**src/common/ssp_pkg.sv**
```systemverilog
package ssp_pkg;

   // core clock and instruction cycle timing
   localparam int CORE_CLK_NS = 4;
   localparam int INSTR_CYCLE_NS = 16;
   localparam int INSTR_CYCLE_CLKS = (INSTR_CYCLE_NS + CORE_CLK_NS - 1) / CORE_CLK_NS;

   // register bus geometry and byte offsets
   localparam int ADDR_W = 6;
   localparam logic [5:0] OFS_FLAGS = 6'h00;
   localparam logic [5:0] OFS_ENABLES = 6'h04;
   localparam logic [5:0] OFS_PRIORITIES = 6'h08;
   localparam logic [5:0] OFS_RCV_CTRL = 6'h0c;
   localparam logic [5:0] OFS_RCV_BUF = 6'h10;
   localparam logic [5:0] OFS_TX_CTRL = 6'h14;
   localparam logic [5:0] OFS_RATE = 6'h18;
   localparam logic [5:0] OFS_TX_BUF = 6'h1c;
   localparam logic [1:0] RESP_OKAY = 2'h0;
   localparam logic [1:0] RESP_SLVERR = 2'h2;

   // flag and enable bit positions
   localparam int FLAG_RX_BIT = 5;
   localparam int FLAG_TX_BIT = 4;

   // writable bit masks
   localparam logic [7:0] IRQ_BITS_MASK = 8'h30;
   localparam logic [7:0] TXC_WMASK = 8'hf5;
   localparam logic [7:0] RCV_WMASK = 8'hf8;

   // reset values
   localparam logic [7:0] TXC_RESET = 8'h00;
   localparam logic [7:0] RCV_RESET = 8'h00;
   localparam logic [7:0] IRQ_RESET = 8'h00;
   localparam logic [7:0] RATE_RESET = 8'h00;
   localparam logic [7:0] BUF_RESET = 8'h00;
   localparam logic TBE_RESET = 1'b1;

   typedef struct packed {
      logic clock_source_select;
      logic nine_bit_transmit;
      logic transmit_enable;
      logic sync_mode;
      logic unused3;
      logic high_rate_select;
      logic shifter_empty;
      logic transmit_ninth_bit;
   } tx_ctrl_t;

   typedef struct packed {
      logic port_enable;
      logic nine_bit_receive;
      logic single_receive_enable;
      logic continuous_receive_enable;
      logic address_detect_enable;
      logic framing_error;
      logic overrun_error;
      logic receive_ninth_bit;
   } rcv_ctrl_t;

   typedef enum logic [1:0] {
      ST_IDLE,
      ST_TX_LOAD,
      ST_TX_SHIFT,
      ST_RX_SHIFT
   } ssp_state_t;

endpackage

```
**src/hw/ssp_pin_sync.sv**
```systemverilog
`timescale 1ns/1ns
module ssp_pin_sync (
   // clock and reset
   input wire logic i_clk,
   input wire logic i_rst_n,
   // pin level in, filtered level out
   input wire logic i_pin,
   output logic o_level
);
   logic stage1;
   logic stage2;
   logic stage3;
   logic next_level;

   // a change counts once the second and third stage agree
   always_comb begin
      next_level = o_level;
      if (stage2 == stage3) begin
         next_level = stage2;
      end
   end

   always_ff @(posedge i_clk or negedge i_rst_n) begin
      if (!i_rst_n) begin
         stage1 <= 1'b0;
         stage2 <= 1'b0;
         stage3 <= 1'b0;
         o_level <= 1'b0;
      end else begin
         stage1 <= i_pin;
         stage2 <= stage1;
         stage3 <= stage2;
         o_level <= next_level;
      end
   end
endmodule

```
**src/hw/ssp_master.sv**
```systemverilog
// Implementation choices: register access over AXI4-Lite and the address map.
`timescale 1ns/1ns
//Contract
// RULE1: clock source select set makes the port a clock-sourcing master.
// RULE2: clocked-mode select set chooses synchronous operation.
// RULE3: half duplex: transmit blocks reception and reception blocks transmit.
// RULE4: port enable turns the two pins into shift clock and data lines.
// RULE5: master drives the shift clock for both directions.
// RULE6: shifter reloads from buffer only after last bit, at once if full.
// RULE7: buffer-to-shifter move takes one instruction cycle, then empty flag sets.
// RULE8: empty flag sets regardless of enable; only a buffer write clears it.
// RULE9: transmit interrupt raised only with transmit interrupt enable set.
// RULE10: shifter-empty bit is read-only status, drives no interrupt.
// RULE11: transmit shifter has no software address.
// RULE12: ninth transmit bit sent with each word when nine-bit transmit set.
// RULE13: with transmit enabled, a buffer write starts a transmission.
// RULE14: reception starts on single or continuous receive enable.
// RULE15: data line sampled on each falling edge of the generated clock.
// RULE16: single receive takes exactly one word, then stops.
// RULE17: continuous receive runs word after word until cleared; the code also stops it at an overrun error, until the enable is cleared.
// RULE18: both receive enables set behaves as continuous.
// RULE19: word done sets receive flag; interrupt only with its enable.
// RULE20: ninth bit and errors in receive status, data in receive buffer.
// RULE21: clearing continuous enable clears pending receive errors.
// RULE22: software clears both receive enables before setting one.
// RULE23: shift clock rate derives from rate divider and core clock.
// RULE24: words go least significant bit first, ninth bit last.
module ssp_master
   import ssp_pkg::*;
(
   // clock and reset
   input wire logic I_CORE_CLK,
   input wire logic I_RST_N,
   // axi4-lite write address and data
   input wire logic I_AWVALID,
   output logic O_AWREADY,
   input wire logic [ADDR_W-1:0] I_AWADDR,
   input wire logic I_WVALID,
   output logic O_WREADY,
   input wire logic [31:0] I_WDATA,
   input wire logic [3:0] I_WSTRB,
   // axi4-lite write response
   output logic O_BVALID,
   input wire logic I_BREADY,
   output logic [1:0] O_BRESP,
   // axi4-lite read
   input wire logic I_ARVALID,
   output logic O_ARREADY,
   input wire logic [ADDR_W-1:0] I_ARADDR,
   output logic O_RVALID,
   input wire logic I_RREADY,
   output logic [31:0] O_RDATA,
   output logic [1:0] O_RRESP,
   // shift clock line
   output logic O_SHIFT_CLOCK_LINE,
   output logic O_SHIFT_CLOCK_LINE_OE_N,
   // shift data line
   input wire logic I_SHIFT_DATA_LINE,
   output logic O_SHIFT_DATA_LINE,
   output logic O_SHIFT_DATA_LINE_OE_N,
   // interrupt requests
   output logic O_TX_IRQ,
   output logic O_RX_IRQ
);
   // bus state
   logic aw_got, next_aw_got;
   logic w_got, next_w_got;
   logic [ADDR_W-1:0] aw_addr, next_aw_addr;
   logic [31:0] w_data, next_w_data;
   logic w_lane0, next_w_lane0;
   logic bvalid, next_bvalid;
   logic [1:0] bresp, next_bresp;
   logic rvalid, next_rvalid;
   logic [31:0] rdata, next_rdata;
   logic [1:0] rresp, next_rresp;
   logic wr_fire;
   logic rd_fire;
   logic [ADDR_W-1:0] wr_ofs;
   logic [ADDR_W-1:0] rd_ofs;
   logic wr_hit;
   logic rd_rxbuf;
   logic wr_txbuf;
   // registers and engine state
   tx_ctrl_t txc, next_txc;
   rcv_ctrl_t rcv, next_rcv;
   logic [7:0] irq_en, next_irq_en;
   logic [7:0] irq_pri, next_irq_pri;
   logic [7:0] rate, next_rate;
   logic [7:0] tx_buf, next_tx_buf;
   logic tx_full, next_tx_full;
   logic tbe_flag, next_tbe_flag;
   logic [7:0] rx_buf, next_rx_buf;
   logic rcv_flag, next_rcv_flag;
   ssp_state_t st, next_st;
   logic [9:0] half_cnt, next_half_cnt;
   logic [3:0] bit_cnt, next_bit_cnt;
   logic [3:0] last_bit, next_last_bit;
   logic phase, next_phase;
   logic [2:0] ld_cnt, next_ld_cnt;
   logic [8:0] tx_sh, next_tx_sh;
   logic [8:0] rx_sh, next_rx_sh;
   logic clk_out, next_clk_out;
   logic din;
   logic mode_on;
   logic rx_req;
   logic [8:0] rate_p1;
   logic [9:0] half_len;
   logic rx_done;
   logic sample_now;
   logic [7:0] wbyte;

   ssp_pin_sync data_sync (
      .i_clk(I_CORE_CLK),
      .i_rst_n(I_RST_N),
      .i_pin(I_SHIFT_DATA_LINE),
      .o_level(din)
   );

   // bus handshakes
   assign O_AWREADY = !aw_got && !bvalid;
   assign O_WREADY = !w_got && !bvalid;
   assign O_ARREADY = !rvalid;
   assign O_BVALID = bvalid;
   assign O_BRESP = bresp;
   assign O_RVALID = rvalid;
   assign O_RDATA = rdata;
   assign O_RRESP = rresp;
   assign wr_fire = aw_got && w_got && !bvalid;
   assign rd_fire = I_ARVALID && !rvalid;
   assign wr_ofs = {aw_addr[ADDR_W-1:2], 2'b00};
   assign rd_ofs = {I_ARADDR[ADDR_W-1:2], 2'b00};
   assign wr_hit = wr_fire && w_lane0;
   assign wbyte = w_data[7:0];
   assign rd_rxbuf = rd_fire && (rd_ofs == OFS_RCV_BUF);
   assign wr_txbuf = wr_hit && (wr_ofs == OFS_TX_BUF);

   always_comb begin
      next_aw_got = aw_got;
      next_w_got = w_got;
      next_aw_addr = aw_addr;
      next_w_data = w_data;
      next_w_lane0 = w_lane0;
      next_bvalid = bvalid;
      next_bresp = bresp;
      next_rvalid = rvalid;
      next_rdata = rdata;
      next_rresp = rresp;
      if (I_AWVALID && O_AWREADY) begin
         next_aw_got = 1'b1;
         next_aw_addr = I_AWADDR;
      end
      if (I_WVALID && O_WREADY) begin
         next_w_got = 1'b1;
         next_w_data = I_WDATA;
         next_w_lane0 = I_WSTRB[0];
      end
      if (wr_fire) begin
         next_aw_got = 1'b0;
         next_w_got = 1'b0;
         next_bvalid = 1'b1;
         next_bresp = (aw_addr[ADDR_W-1] == 1'b0) ? RESP_OKAY : RESP_SLVERR;
      end else if (bvalid && I_BREADY) begin
         next_bvalid = 1'b0;
      end
      // the transmit shifter has no offset of its own
      if (rd_fire) begin //RULE11
         next_rvalid = 1'b1;
         next_rresp = RESP_OKAY;
         next_rdata = 32'h0;
         unique case (rd_ofs)
            OFS_FLAGS: begin
               next_rdata[FLAG_RX_BIT] = rcv_flag;
               next_rdata[FLAG_TX_BIT] = tbe_flag;
            end
            OFS_ENABLES: next_rdata[7:0] = irq_en;
            OFS_PRIORITIES: next_rdata[7:0] = irq_pri;
            OFS_RCV_CTRL: next_rdata[7:0] = rcv; //RULE20
            OFS_RCV_BUF: next_rdata[7:0] = rx_buf; //RULE20
            OFS_TX_CTRL: begin
               next_rdata[7:0] = txc;
               next_rdata[1] = (st != ST_TX_SHIFT); //RULE10
            end
            OFS_RATE: next_rdata[7:0] = rate;
            OFS_TX_BUF: next_rdata[7:0] = tx_buf;
            default: next_rresp = RESP_SLVERR;
         endcase
      end else if (rvalid && I_RREADY) begin
         next_rvalid = 1'b0;
      end
   end

   always_ff @(posedge I_CORE_CLK or negedge I_RST_N) begin
      if (!I_RST_N) begin
         aw_got <= 1'b0;
         w_got <= 1'b0;
         aw_addr <= '0;
         w_data <= 32'h0;
         w_lane0 <= 1'b0;
         bvalid <= 1'b0;
         bresp <= RESP_OKAY;
         rvalid <= 1'b0;
         rdata <= 32'h0;
         rresp <= RESP_OKAY;
      end else begin
         aw_got <= next_aw_got;
         w_got <= next_w_got;
         aw_addr <= next_aw_addr;
         w_data <= next_w_data;
         w_lane0 <= next_w_lane0;
         bvalid <= next_bvalid;
         bresp <= next_bresp;
         rvalid <= next_rvalid;
         rdata <= next_rdata;
         rresp <= next_rresp;
      end
   end

   // master mode needs port enable, clocked mode and internal clock source
   assign mode_on = rcv.port_enable && txc.sync_mode && txc.clock_source_select; //RULE1 RULE2
   assign rx_req = rcv.single_receive_enable || rcv.continuous_receive_enable; //RULE14 RULE18
   // half bit lasts 2*(rate+1) core clocks
   assign rate_p1 = {1'b0, rate} + 9'h001; //RULE23
   assign half_len = {rate_p1, 1'b0}; //RULE23
   assign sample_now = (st == ST_RX_SHIFT) && (half_cnt == 10'h000) && !phase && mode_on && rx_req;
   assign rx_done = (st == ST_RX_SHIFT) && (half_cnt == 10'h000) && phase && mode_on && rx_req
      && (bit_cnt == last_bit);

   always_comb begin
      next_txc = txc;
      next_rcv = rcv;
      next_irq_en = irq_en;
      next_irq_pri = irq_pri;
      next_rate = rate;
      next_tx_buf = tx_buf;
      next_tx_full = tx_full;
      next_tbe_flag = tbe_flag;
      next_rx_buf = rx_buf;
      next_rcv_flag = rcv_flag;
      next_st = st;
      next_half_cnt = half_cnt;
      next_bit_cnt = bit_cnt;
      next_last_bit = last_bit;
      next_phase = phase;
      next_ld_cnt = ld_cnt;
      next_tx_sh = tx_sh;
      next_rx_sh = rx_sh;
      next_clk_out = clk_out;
      if (wr_hit) begin
         unique case (wr_ofs)
            OFS_ENABLES: next_irq_en = wbyte & IRQ_BITS_MASK;
            OFS_PRIORITIES: next_irq_pri = wbyte & IRQ_BITS_MASK;
            OFS_RATE: next_rate = wbyte;
            OFS_TX_CTRL: next_txc = tx_ctrl_t'((wbyte & TXC_WMASK) | (txc & ~TXC_WMASK));
            OFS_RCV_CTRL: begin
               next_rcv = rcv_ctrl_t'((wbyte & RCV_WMASK) | (rcv & ~RCV_WMASK));
               if (rcv.continuous_receive_enable && !next_rcv.continuous_receive_enable) begin
                  next_rcv.overrun_error = 1'b0; //RULE21
                  next_rcv.framing_error = 1'b0; //RULE21
               end
            end
            OFS_TX_BUF: begin
               next_tx_buf = wbyte;
               next_tx_full = 1'b1; //RULE13
               next_tbe_flag = 1'b0; //RULE8
            end
            default: ;
         endcase
      end
      if (rd_rxbuf) begin
         next_rcv_flag = 1'b0;
      end
      unique case (st)
         ST_IDLE: begin
            next_clk_out = 1'b0;
            // transmit has the line first; reception waits for an idle port
            if (mode_on && tx_full && txc.transmit_enable) begin //RULE3 RULE6 RULE13
               next_st = ST_TX_LOAD;
               next_ld_cnt = 3'(INSTR_CYCLE_CLKS - 1);
               // word taken at load start so a write during the load cannot replace it
               next_tx_sh = {txc.transmit_ninth_bit, tx_buf}; //RULE12 RULE24
               next_last_bit = txc.nine_bit_transmit ? 4'h8 : 4'h7; //RULE12
               next_tx_full = wr_txbuf;
            end else if (mode_on && rx_req && !rcv.overrun_error) begin //RULE14 RULE17
               next_st = ST_RX_SHIFT;
               next_bit_cnt = 4'h0;
               next_phase = 1'b0;
               next_half_cnt = half_len - 10'h001;
               next_last_bit = rcv.nine_bit_receive ? 4'h8 : 4'h7;
               next_clk_out = 1'b1; //RULE5
            end
         end
         ST_TX_LOAD: begin
            if (ld_cnt != 3'h0) begin
               next_ld_cnt = ld_cnt - 3'h1; //RULE7
            end else begin
               // a word written during the load keeps the buffer full
               next_tbe_flag = !(tx_full || wr_txbuf); //RULE7 RULE8
               next_st = ST_TX_SHIFT;
               next_bit_cnt = 4'h0;
               next_phase = 1'b0;
               next_half_cnt = half_len - 10'h001;
               next_clk_out = 1'b1; //RULE5
            end
         end
         ST_TX_SHIFT: begin
            if (half_cnt != 10'h000) begin
               next_half_cnt = half_cnt - 10'h001;
            end else begin
               next_half_cnt = half_len - 10'h001;
               next_phase = !phase;
               next_clk_out = phase;
               if (phase) begin
                  next_bit_cnt = bit_cnt + 4'h1;
                  next_tx_sh = {1'b0, tx_sh[8:1]}; //RULE24
                  if (bit_cnt == last_bit) begin //RULE6
                     next_clk_out = 1'b0;
                     next_st = ST_IDLE;
                     if (tx_full && txc.transmit_enable) begin //RULE6
                        next_st = ST_TX_LOAD;
                        next_ld_cnt = 3'(INSTR_CYCLE_CLKS - 1);
                        next_tx_sh = {txc.transmit_ninth_bit, tx_buf}; //RULE12 RULE24
                        next_last_bit = txc.nine_bit_transmit ? 4'h8 : 4'h7; //RULE12
                        next_tx_full = wr_txbuf;
                     end
                  end
               end
            end
         end
         ST_RX_SHIFT: begin
            if (half_cnt != 10'h000) begin
               next_half_cnt = half_cnt - 10'h001;
            end else begin
               next_half_cnt = half_len - 10'h001;
               next_phase = !phase;
               next_clk_out = phase;
               if (sample_now) begin
                  next_rx_sh[bit_cnt] = din; //RULE15
               end else if (rx_done) begin
                  next_st = ST_IDLE;
                  next_clk_out = 1'b0;
                  next_rcv.single_receive_enable = 1'b0; //RULE16
                  if (rcv_flag && !rd_rxbuf) begin
                     next_rcv.overrun_error = 1'b1; //RULE20
                  end else begin
                     next_rx_buf = rx_sh[7:0]; //RULE20
                     next_rcv.receive_ninth_bit = rcv.nine_bit_receive && rx_sh[8]; //RULE20
                     next_rcv_flag = 1'b1; //RULE19
                  end
               end else begin
                  next_bit_cnt = bit_cnt + 4'h1;
               end
            end
         end
      endcase
      // leaving master mode or dropping both receive enables stops the engine
      if (!mode_on || (st == ST_RX_SHIFT && !rx_req)) begin
         next_st = ST_IDLE;
         next_clk_out = 1'b0;
         // an aborted load still frees the buffer flag
         if (st == ST_TX_LOAD) begin
            next_tbe_flag = !(tx_full || wr_txbuf); //RULE7
         end
      end
   end

   always_ff @(posedge I_CORE_CLK or negedge I_RST_N) begin
      if (!I_RST_N) begin
         txc <= tx_ctrl_t'(TXC_RESET);
         rcv <= rcv_ctrl_t'(RCV_RESET);
         irq_en <= IRQ_RESET;
         irq_pri <= IRQ_RESET;
         rate <= RATE_RESET;
         tx_buf <= BUF_RESET;
         tx_full <= 1'b0;
         tbe_flag <= TBE_RESET;
         rx_buf <= BUF_RESET;
         rcv_flag <= 1'b0;
         st <= ST_IDLE;
         half_cnt <= 10'h000;
         bit_cnt <= 4'h0;
         last_bit <= 4'h7;
         phase <= 1'b0;
         ld_cnt <= 3'h0;
         tx_sh <= 9'h000;
         rx_sh <= 9'h000;
         clk_out <= 1'b0;
      end else begin
         txc <= next_txc;
         rcv <= next_rcv;
         irq_en <= next_irq_en;
         irq_pri <= next_irq_pri;
         rate <= next_rate;
         tx_buf <= next_tx_buf;
         tx_full <= next_tx_full;
         tbe_flag <= next_tbe_flag;
         rx_buf <= next_rx_buf;
         rcv_flag <= next_rcv_flag;
         st <= next_st;
         half_cnt <= next_half_cnt;
         bit_cnt <= next_bit_cnt;
         last_bit <= next_last_bit;
         phase <= next_phase;
         ld_cnt <= next_ld_cnt;
         tx_sh <= next_tx_sh;
         rx_sh <= next_rx_sh;
         clk_out <= next_clk_out;
      end
   end

   // pins: released unless the port runs as clocked master
   assign O_SHIFT_CLOCK_LINE = clk_out; //RULE5
   assign O_SHIFT_CLOCK_LINE_OE_N = !mode_on; //RULE4
   assign O_SHIFT_DATA_LINE = tx_sh[0];
   assign O_SHIFT_DATA_LINE_OE_N = !(mode_on && st == ST_TX_SHIFT); //RULE3 RULE4
   assign O_TX_IRQ = tbe_flag && irq_en[FLAG_TX_BIT]; //RULE9
   assign O_RX_IRQ = rcv_flag && irq_en[FLAG_RX_BIT]; //RULE19
endmodule

```
**config.mk**
```make
export PLATFORM = sky130hd
export DESIGN_NAME = ssp_master
export DESIGN_NICKNAME = d
export VERILOG_FILES = /design/src/common/ssp_pkg.sv /design/src/hw/ssp_pin_sync.sv /design/src/hw/ssp_master.sv
export SDC_FILE = /design/constraint.sdc
export NUM_CORES = 1
export LEC_CHECK = 0
export BUFFER_PORTS_ARGS = -buffer_cell sky130_fd_sc_hd__buf_2
export CORE_UTILIZATION = 35
export CTS_BUF_LIST = sky130_fd_sc_hd__clkbuf_2 sky130_fd_sc_hd__clkbuf_4 sky130_fd_sc_hd__clkbuf_8
export CTS_CLUSTER_DIAMETER = 80
export DETAILED_ROUTE_END_ITERATION = 6
export GPL_TIMING_DRIVEN = 1
export PLACE_DENSITY_LB_ADDON = 0.1
export SYNTH_ARGS = -nofsm -noshare
export SYNTH_HDL_FRONTEND = slang
export SYNTH_SLANG_ARGS = --single-unit
```
**constraint.sdc**
```tcl
create_clock -name I_CORE_CLK -period 4.5 [get_ports I_CORE_CLK]
set_input_delay 1.35 -clock I_CORE_CLK [delete_from_list [all_inputs] [get_ports I_CORE_CLK]]
set_output_delay 1.35 -clock I_CORE_CLK [all_outputs]
set_load 0.02 [all_outputs]
```
==> results of run 1 <==
-- worst min path at each step --
stage,endpoint,slack (ps),from
floorplan,data_sync.stage2,330,data_sync.stage1
global placement,data_sync.stage2,330,data_sync.stage1
detailed placement,data_sync.stage2,340,data_sync.stage1
CTS,data_sync.stage2,360,data_sync.stage1
global route,data_sync.stage2,380,data_sync.stage1
finish,data_sync.stage2,350,data_sync.stage1
-- synth_stat cells, types with 3 or more instances --
library cell    n
and2_1          7
nand2_1        50
o31ai_1         3
clkbuf_1       16
nor3_1         11
a21boi_0        3
nor2b_1         6
dfrtp_1       114
and3_1          6
mux2i_1        15
xor2_1          7
xnor2_1         3
nor4_1          3
buf_4          27
nand2b_1        3
mux2_2         65
or2_2           4
a21oi_1        35
buf_2           5
o22ai_1         6
a21o_1          3
o21ai_0        29
nand4_1         3
nor2_1         40
nand3b_1        3
ha_1            9
nand3_1         9
mux4_2          8
inv_1          14
-- placed cells by master (no fill, tap or decap), types with 3 or more instances in the layout --
cell type / Yosys / layout
nand3b_1: 3 / 3
inv_1: 14 / 14
clkinvlp_4: 0 / 3
or2_2: 4 / 4
mux4_2: 8 / 8
mux2_2: 65 / 65
o31ai_1: 3 / 3
ha_1: 9 / 9
xnor2_1: 3 / 3
buf_2: 5 / 44
nand3_1: 9 / 9
nor3_1: 11 / 11
dfrtp_1: 114 / 114
xor2_1: 7 / 7
and2_1: 7 / 7
o22ai_1: 6 / 6
clkbuf_8: 0 / 17
a21o_1: 3 / 3
nor2b_1: 6 / 6
a21oi_1: 35 / 35
o21ai_0: 29 / 29
nor2_1: 40 / 40
nor4_1: 3 / 3
mux2i_1: 15 / 15
inv_6: 0 / 5
nand2b_1: 3 / 3
nand4_1: 3 / 3
nand2_1: 50 / 50
conb_1: 1 / 26
buf_4: 27 / 6
and3_1: 6 / 6
-- critical path: stages, from the launching register on --
cell	delay, ps
dfrtp_1	790
inv_1	240
nor2_1	190
nand2_1	70
buf_2	180
-- power groups by stage --
| stage | registers, µW | logic [µW] | clock network (µW) |
|---|---|---|---|
| CTS | 1570 | 769 | 955 |
| detailed placement | 1590 | 764 | 0 |
| global placement | 1580 | 751 | 0 |
| floorplan | 1450 | 643 | 0 |
| global route | 1620 | 849 | 1000 |
| finish | 1570 | 761 | 927 |
-- registers in the layout, indices dropped and copies added, names as in the netlist, 2 cells and up --
register / count
O_RDATA: 8
aw_addr: 4
bit_cnt: 4
half_cnt: 10
irq_en: 2
irq_pri: 2
last_bit: 2
ld_cnt: 3
rate: 8
rcv: 7
rx_buf: 8
rx_sh: 9
st: 2
tx_buf: 8
tx_sh: 9
txc: 6
w_data: 8
-- routing by layer --
| metal | track usage | part of all wire | vias to the layer above |
|---|---|---|---|
| li1 | - | - | 2029 |
| met2 | 0.271 | 0.46 | 86 |
| met1 | 0.237 | 0.49 | 2130 |
| met3 | 0.0430 | 0.041 | 8 |
| met5 | 0 | 0 | - |
| met4 | 0.0360 | 0.0069 | 0 |
-- final cells by class --
class,instances,area [µm²]
Clock inverter,15,146
Multi-Input combinational cell,402,2880
Clock buffer,17,234
Timing Repair Buffer,50,265
Inverter,14,52.6
Tap cell,220,275
Fill cell,1662,9940
Sequential cell,116,2910
-- through the flow --
stage,power (µW),util,setup WS (ps),cell area [µm²]
after detailed placement,2360,0.382,828,6380
after global placement,2330,0.382,844,6380
final,3260,0.405,1250,6760
after global routing,3470,0.405,1060,6760
after CTS,3290,0.405,1220,6760
after floorplan,2100,-,1550,6140
-- kinds of logic (layout without fill, tap and decap cells) --
group,count (synthesis),in the layout,share of synthesized area
and+or+nand+nor,162,162,0.139
DFF,116,116,0.481
AOI/OAI and AO/OA,105,105,0.109
muxes,89,89,0.178
buffers and inverters,65,96,0.0584
adders and majority gates,10,10,0.0203
xor gates and xnor gates,10,10,0.0145
other,1,26,0.000621
==> flow_summary.toml, run 1 <==
[sta]
maxSlewViolCount = 0
hold_slack_ps = 355
finalCritPeriodShare = 0.721
fmax_ghz = 0.308
tns_ps = 0
hold_viol = 0
tightestPinTransition_ps = 1130
finalClockSkew_ps = 9.11
setup_viol = 0
grt_setup_unrepaired = "no"
relSlewSlack = 0.239
period_needed_ps = 3250

[power]
sw_frac_of_total = 0.351
power.internal_uw = 2120
powerDensity_nw_per_um2 = 482
ir_drop_mv = 0.361
leakagePower_uw = 0.00307
share_comb_of_total_power = 0.234
clkPwrFrac = 0.284
power.switching_uw = 1140
seqPwrFrac = 0.482

[worst_hold_path]
min_path_type = "reg -> reg"
hold_depth = 0

[synth]
async_flop_share = 1.00
seq_area_frac_synth = 0.481
synth.cell_area_um2 = 6040
synth.avg_cell_area_um2 = 10.8
synth-edff-count = 0
synthTopCellsByArea = "dfrtp_1, mux2_2, buf_4"
netlist.area_leader.share = 0.472
dominantRegCellSynth = "dfrtp_1"
synth_warnings = 0
syn_inst = 558
synth.distinct_cells = 68
ys_ff_latch = 116
synth_area_leader_cell = "dfrtp_1"

[die]
fp.dieArea_um2 = 17800
die_width_um = 133
fp.dieH_um = 133
num_io_pins = 103
core_area_um2 = 16700
rows = 47
initial_utilization = 0.362

[setup_path]
required_ps = 3150
reg2regPathDepth = 6
crit_type = "reg -> out"
critical_path.max_fanout = 19
r2r_slack_ps = 1510
r2r-end = "tx_full"
endpoint_kind = "primary output"
r2r_start = "st[1]"
critPathArrivalTime_ps = 1900
start_kind = "flip-flop"
crit_start = "st[1]"
crit_end = "O_SHIFT_DATA_LINE_OE_N"

[routing]
dr.pass1.iters = 4
routed_wl_um = 14300
drc = 0
vias_per_cell = 5.10
drt_iter0_markers = 171
vias = 4253
ant_nets = 0
wl_per_cell_um = 17.1

[layout]
syn_to_final_growth_pct = 11.8
antenna_cells = 0
final-instance-count-excl-fill = 834
drive_gt1_frac = 0.280
nets = 666

[cts]
cts.htree.levels = 4
cts_setup_buffers = 0
cts_buffers = 17
cts-root-buf = "clkbuf_8"
clock-sinks = 116
clkLatencyLatePin_ps = 430
clk_pin_slew_ps = 80
clk_path_buf_depth = 2
cts_tree = "done"
cts.repair.resized = 0
hold_buffers = 0

[global_routing]
grt_max_degree = 61
antenna_found_initial = 0
overflow = 0
grt_pass1_wl_um = 23400
track_usage = 0.171
grt_pass1_vias = 4304

[placed_design]
dp_hpwl_um = 10400
io_buffers = 45
gp_congestion = 0.790
dp_cells = 802

[run_status]
status = "completed"

[run]
max-cap-violations = 0
Power figures use the tool's default switching activity.
==> run 2: changes to the inputs <==
Clock period 4.5 ns to 2.67 ns, I/O delays scaled along.
==> run 2 against run 1 <==
Register-to-register slack worse by 1300 ps. First-iteration DRC count rose by 41%. Global-route usage rose by 0.40 points. Sequential share of layout area fell by 1.5 points. Critical endpoint is now rx_buf[3]. Sequential cell count unchanged. Final cell count up 3.1%. Count of clock-buffer cells in the layout up 6. Core utilization is 1.4 points higher. Via count rose by 1.8%.
==> flow_summary.toml, run 2 (same netlist as run 1, synthesis figures left out) <==
[sta]
period_needed_ps = 2430
grt_setup_unrepaired = "no"
tns_ps = 0
tightestPinTransition_ps = 1320
finalCritPeriodShare = 0.910
maxSlewViolCount = 0
relSlewSlack = 0.116
hold_slack_ps = 354
finalClockSkew_ps = 11.7
hold_viol = 0
setup_viol = 0
setup_slack_ps = 241
fmax_ghz = 0.412

[placed_design]
io_buffers = 45
dp_hpwl_um = 11000
dp_cells = 829
gp_congestion = 0.844
place_ws_ps = 99.1

[die]
core_area_um2 = 16700
die_width_um = 133
rows = 47
num_io_pins = 103
fp.dieArea_um2 = 17800
fp.dieH_um = 133
initial_utilization = 0.362

[setup_path]
r2r-end = "rx_buf[3]"
start_kind = "flip-flop"
endpoint_kind = "flip-flop"
slowest_delay_ps = 560
critical_path.max_fanout = 8
crit_end = "rx_buf[3]"
crit_slowest_cell = "or4_1"
crit_type = "reg -> reg"
critPathArrivalTime_ps = 2740
reg2regPathDepth = 6
required_ps = 2980
critPathBufInv = 1
crit_start = "bit_cnt[2]"
cpLargestDelayFamily = "simple AND/OR/NAND/NOR gates"
path_depth = 6
r2r_start = "bit_cnt[2]"
cp_cell_sequence = "or4_1, a21oi_2, nand4_1, nor2b_1, buf_4, mux2_2"
r2r_slack_ps = 240

[global_routing]
grt_max_degree = 40
track_usage = 0.175
antenna_found_initial = 0
grt_pass1_wl_um = 23700
grt_pass1_vias = 4268
overflow = 0

[routing]
vias = 4328
routed_wl_um = 14600
ant_nets = 0
vias_per_cell = 5.03
drt_iter0_markers = 241
wl_per_cell_um = 17.0
drc = 0
dr.pass1.iters = 4

[run]
max-cap-violations = 0

[cts]
clock-sinks = 116
cts_buffers = 17
clk_path_buf_depth = 2
hold_buffers = 0
cts_tree = "done"
cts_setup_buffers = 0
clk_pin_slew_ps = 70
cts.repair.resized = 0
cts-root-buf = "clkbuf_8"
clkLatencyLatePin_ps = 430
cts.htree.levels = 4

[layout]
largest-register = "half_cnt"
multiInputGateArea_um2 = 2880
syn_to_final_growth_pct = 15.8
nets = 693
antenna_cells = 0
layout_commonest_cell = "dfrtp_1"
drive_gt1_frac = 0.309
final-instance-count-excl-fill = 860
largest_reg_flops = 10
seqCellArea_um2 = 2910
reg_top3 = "half_cnt x10, rx_sh x9, tx_sh x9"
final_cell_mix = "dfrtp_1, mux2_2, nand2_1, buf_2, nor2_1"
fillCellCount = 1614

[worst_hold_path]
hold_depth = 0
holdCritStartpoint = "data_sync.stage1"
min_path_type = "reg -> reg"

[run_status]
status = "completed"

[power]
power_uw = 5640
ir_drop_mv = 0.512
powerDensity_nw_per_um2 = 806
leakagePower_uw = 0.00322
==> run 2: power breakdown <==
part / internal (µW) / total [µW] / switching (µW) / leakage, µW
Combinational: 715 / 1390 / 675 / 0.00148
Sequential: 2140 / 2600 / 463 / 0.00155
Clock: 941 / 1640 / 702 / 0.000197
Total: 3800 / 5640 / 1840 / 0.00322
==> run 2: metal layers <==
| layer | wire length (µm) | vias to the layer above | global-route usage | share of wire |
|---|---|---|---|---|
| li1 | - | 2081 | - | - |
| met1 | 7180 | 2148 | 0.247 | 0.49 |
| met2 | 6790 | 92 | 0.270 | 0.46 |
| met3 | 503 | 7 | 0.0426 | 0.034 |
| met4 | 138 | 0 | 0.0448 | 0.0094 |
| met5 | 0 | - | 0 | 0 |
==> run 2: worst min path at each step <==
stage               slack [ps]          endpoint
floorplan                  330  data_sync.stage2
global placement           330  data_sync.stage2
detailed placement         340  data_sync.stage2
CTS                        360           rate[6]
global route               370  data_sync.stage2
finish                     350  data_sync.stage2
==> run 2: layout make-up <==
cell class,count,share of cell area
Clock buffer,23,0.0435
Inverter,14,0.00751
Tap cell,220,0.0393
Sequential cell,116,0.415
Timing Repair Buffer,77,0.0687
Multi-Input combinational cell,402,0.411
Clock inverter,8,0.0143
==> run 2: through the flow <==
stage / util / area [µm²]
detailed placement: 0.395 / 6590
global placement: 0.395 / 6590
CTS: 0.419 / 7000
finish: 0.419 / 7000
global route: 0.419 / 7000
floorplan: - / 6140
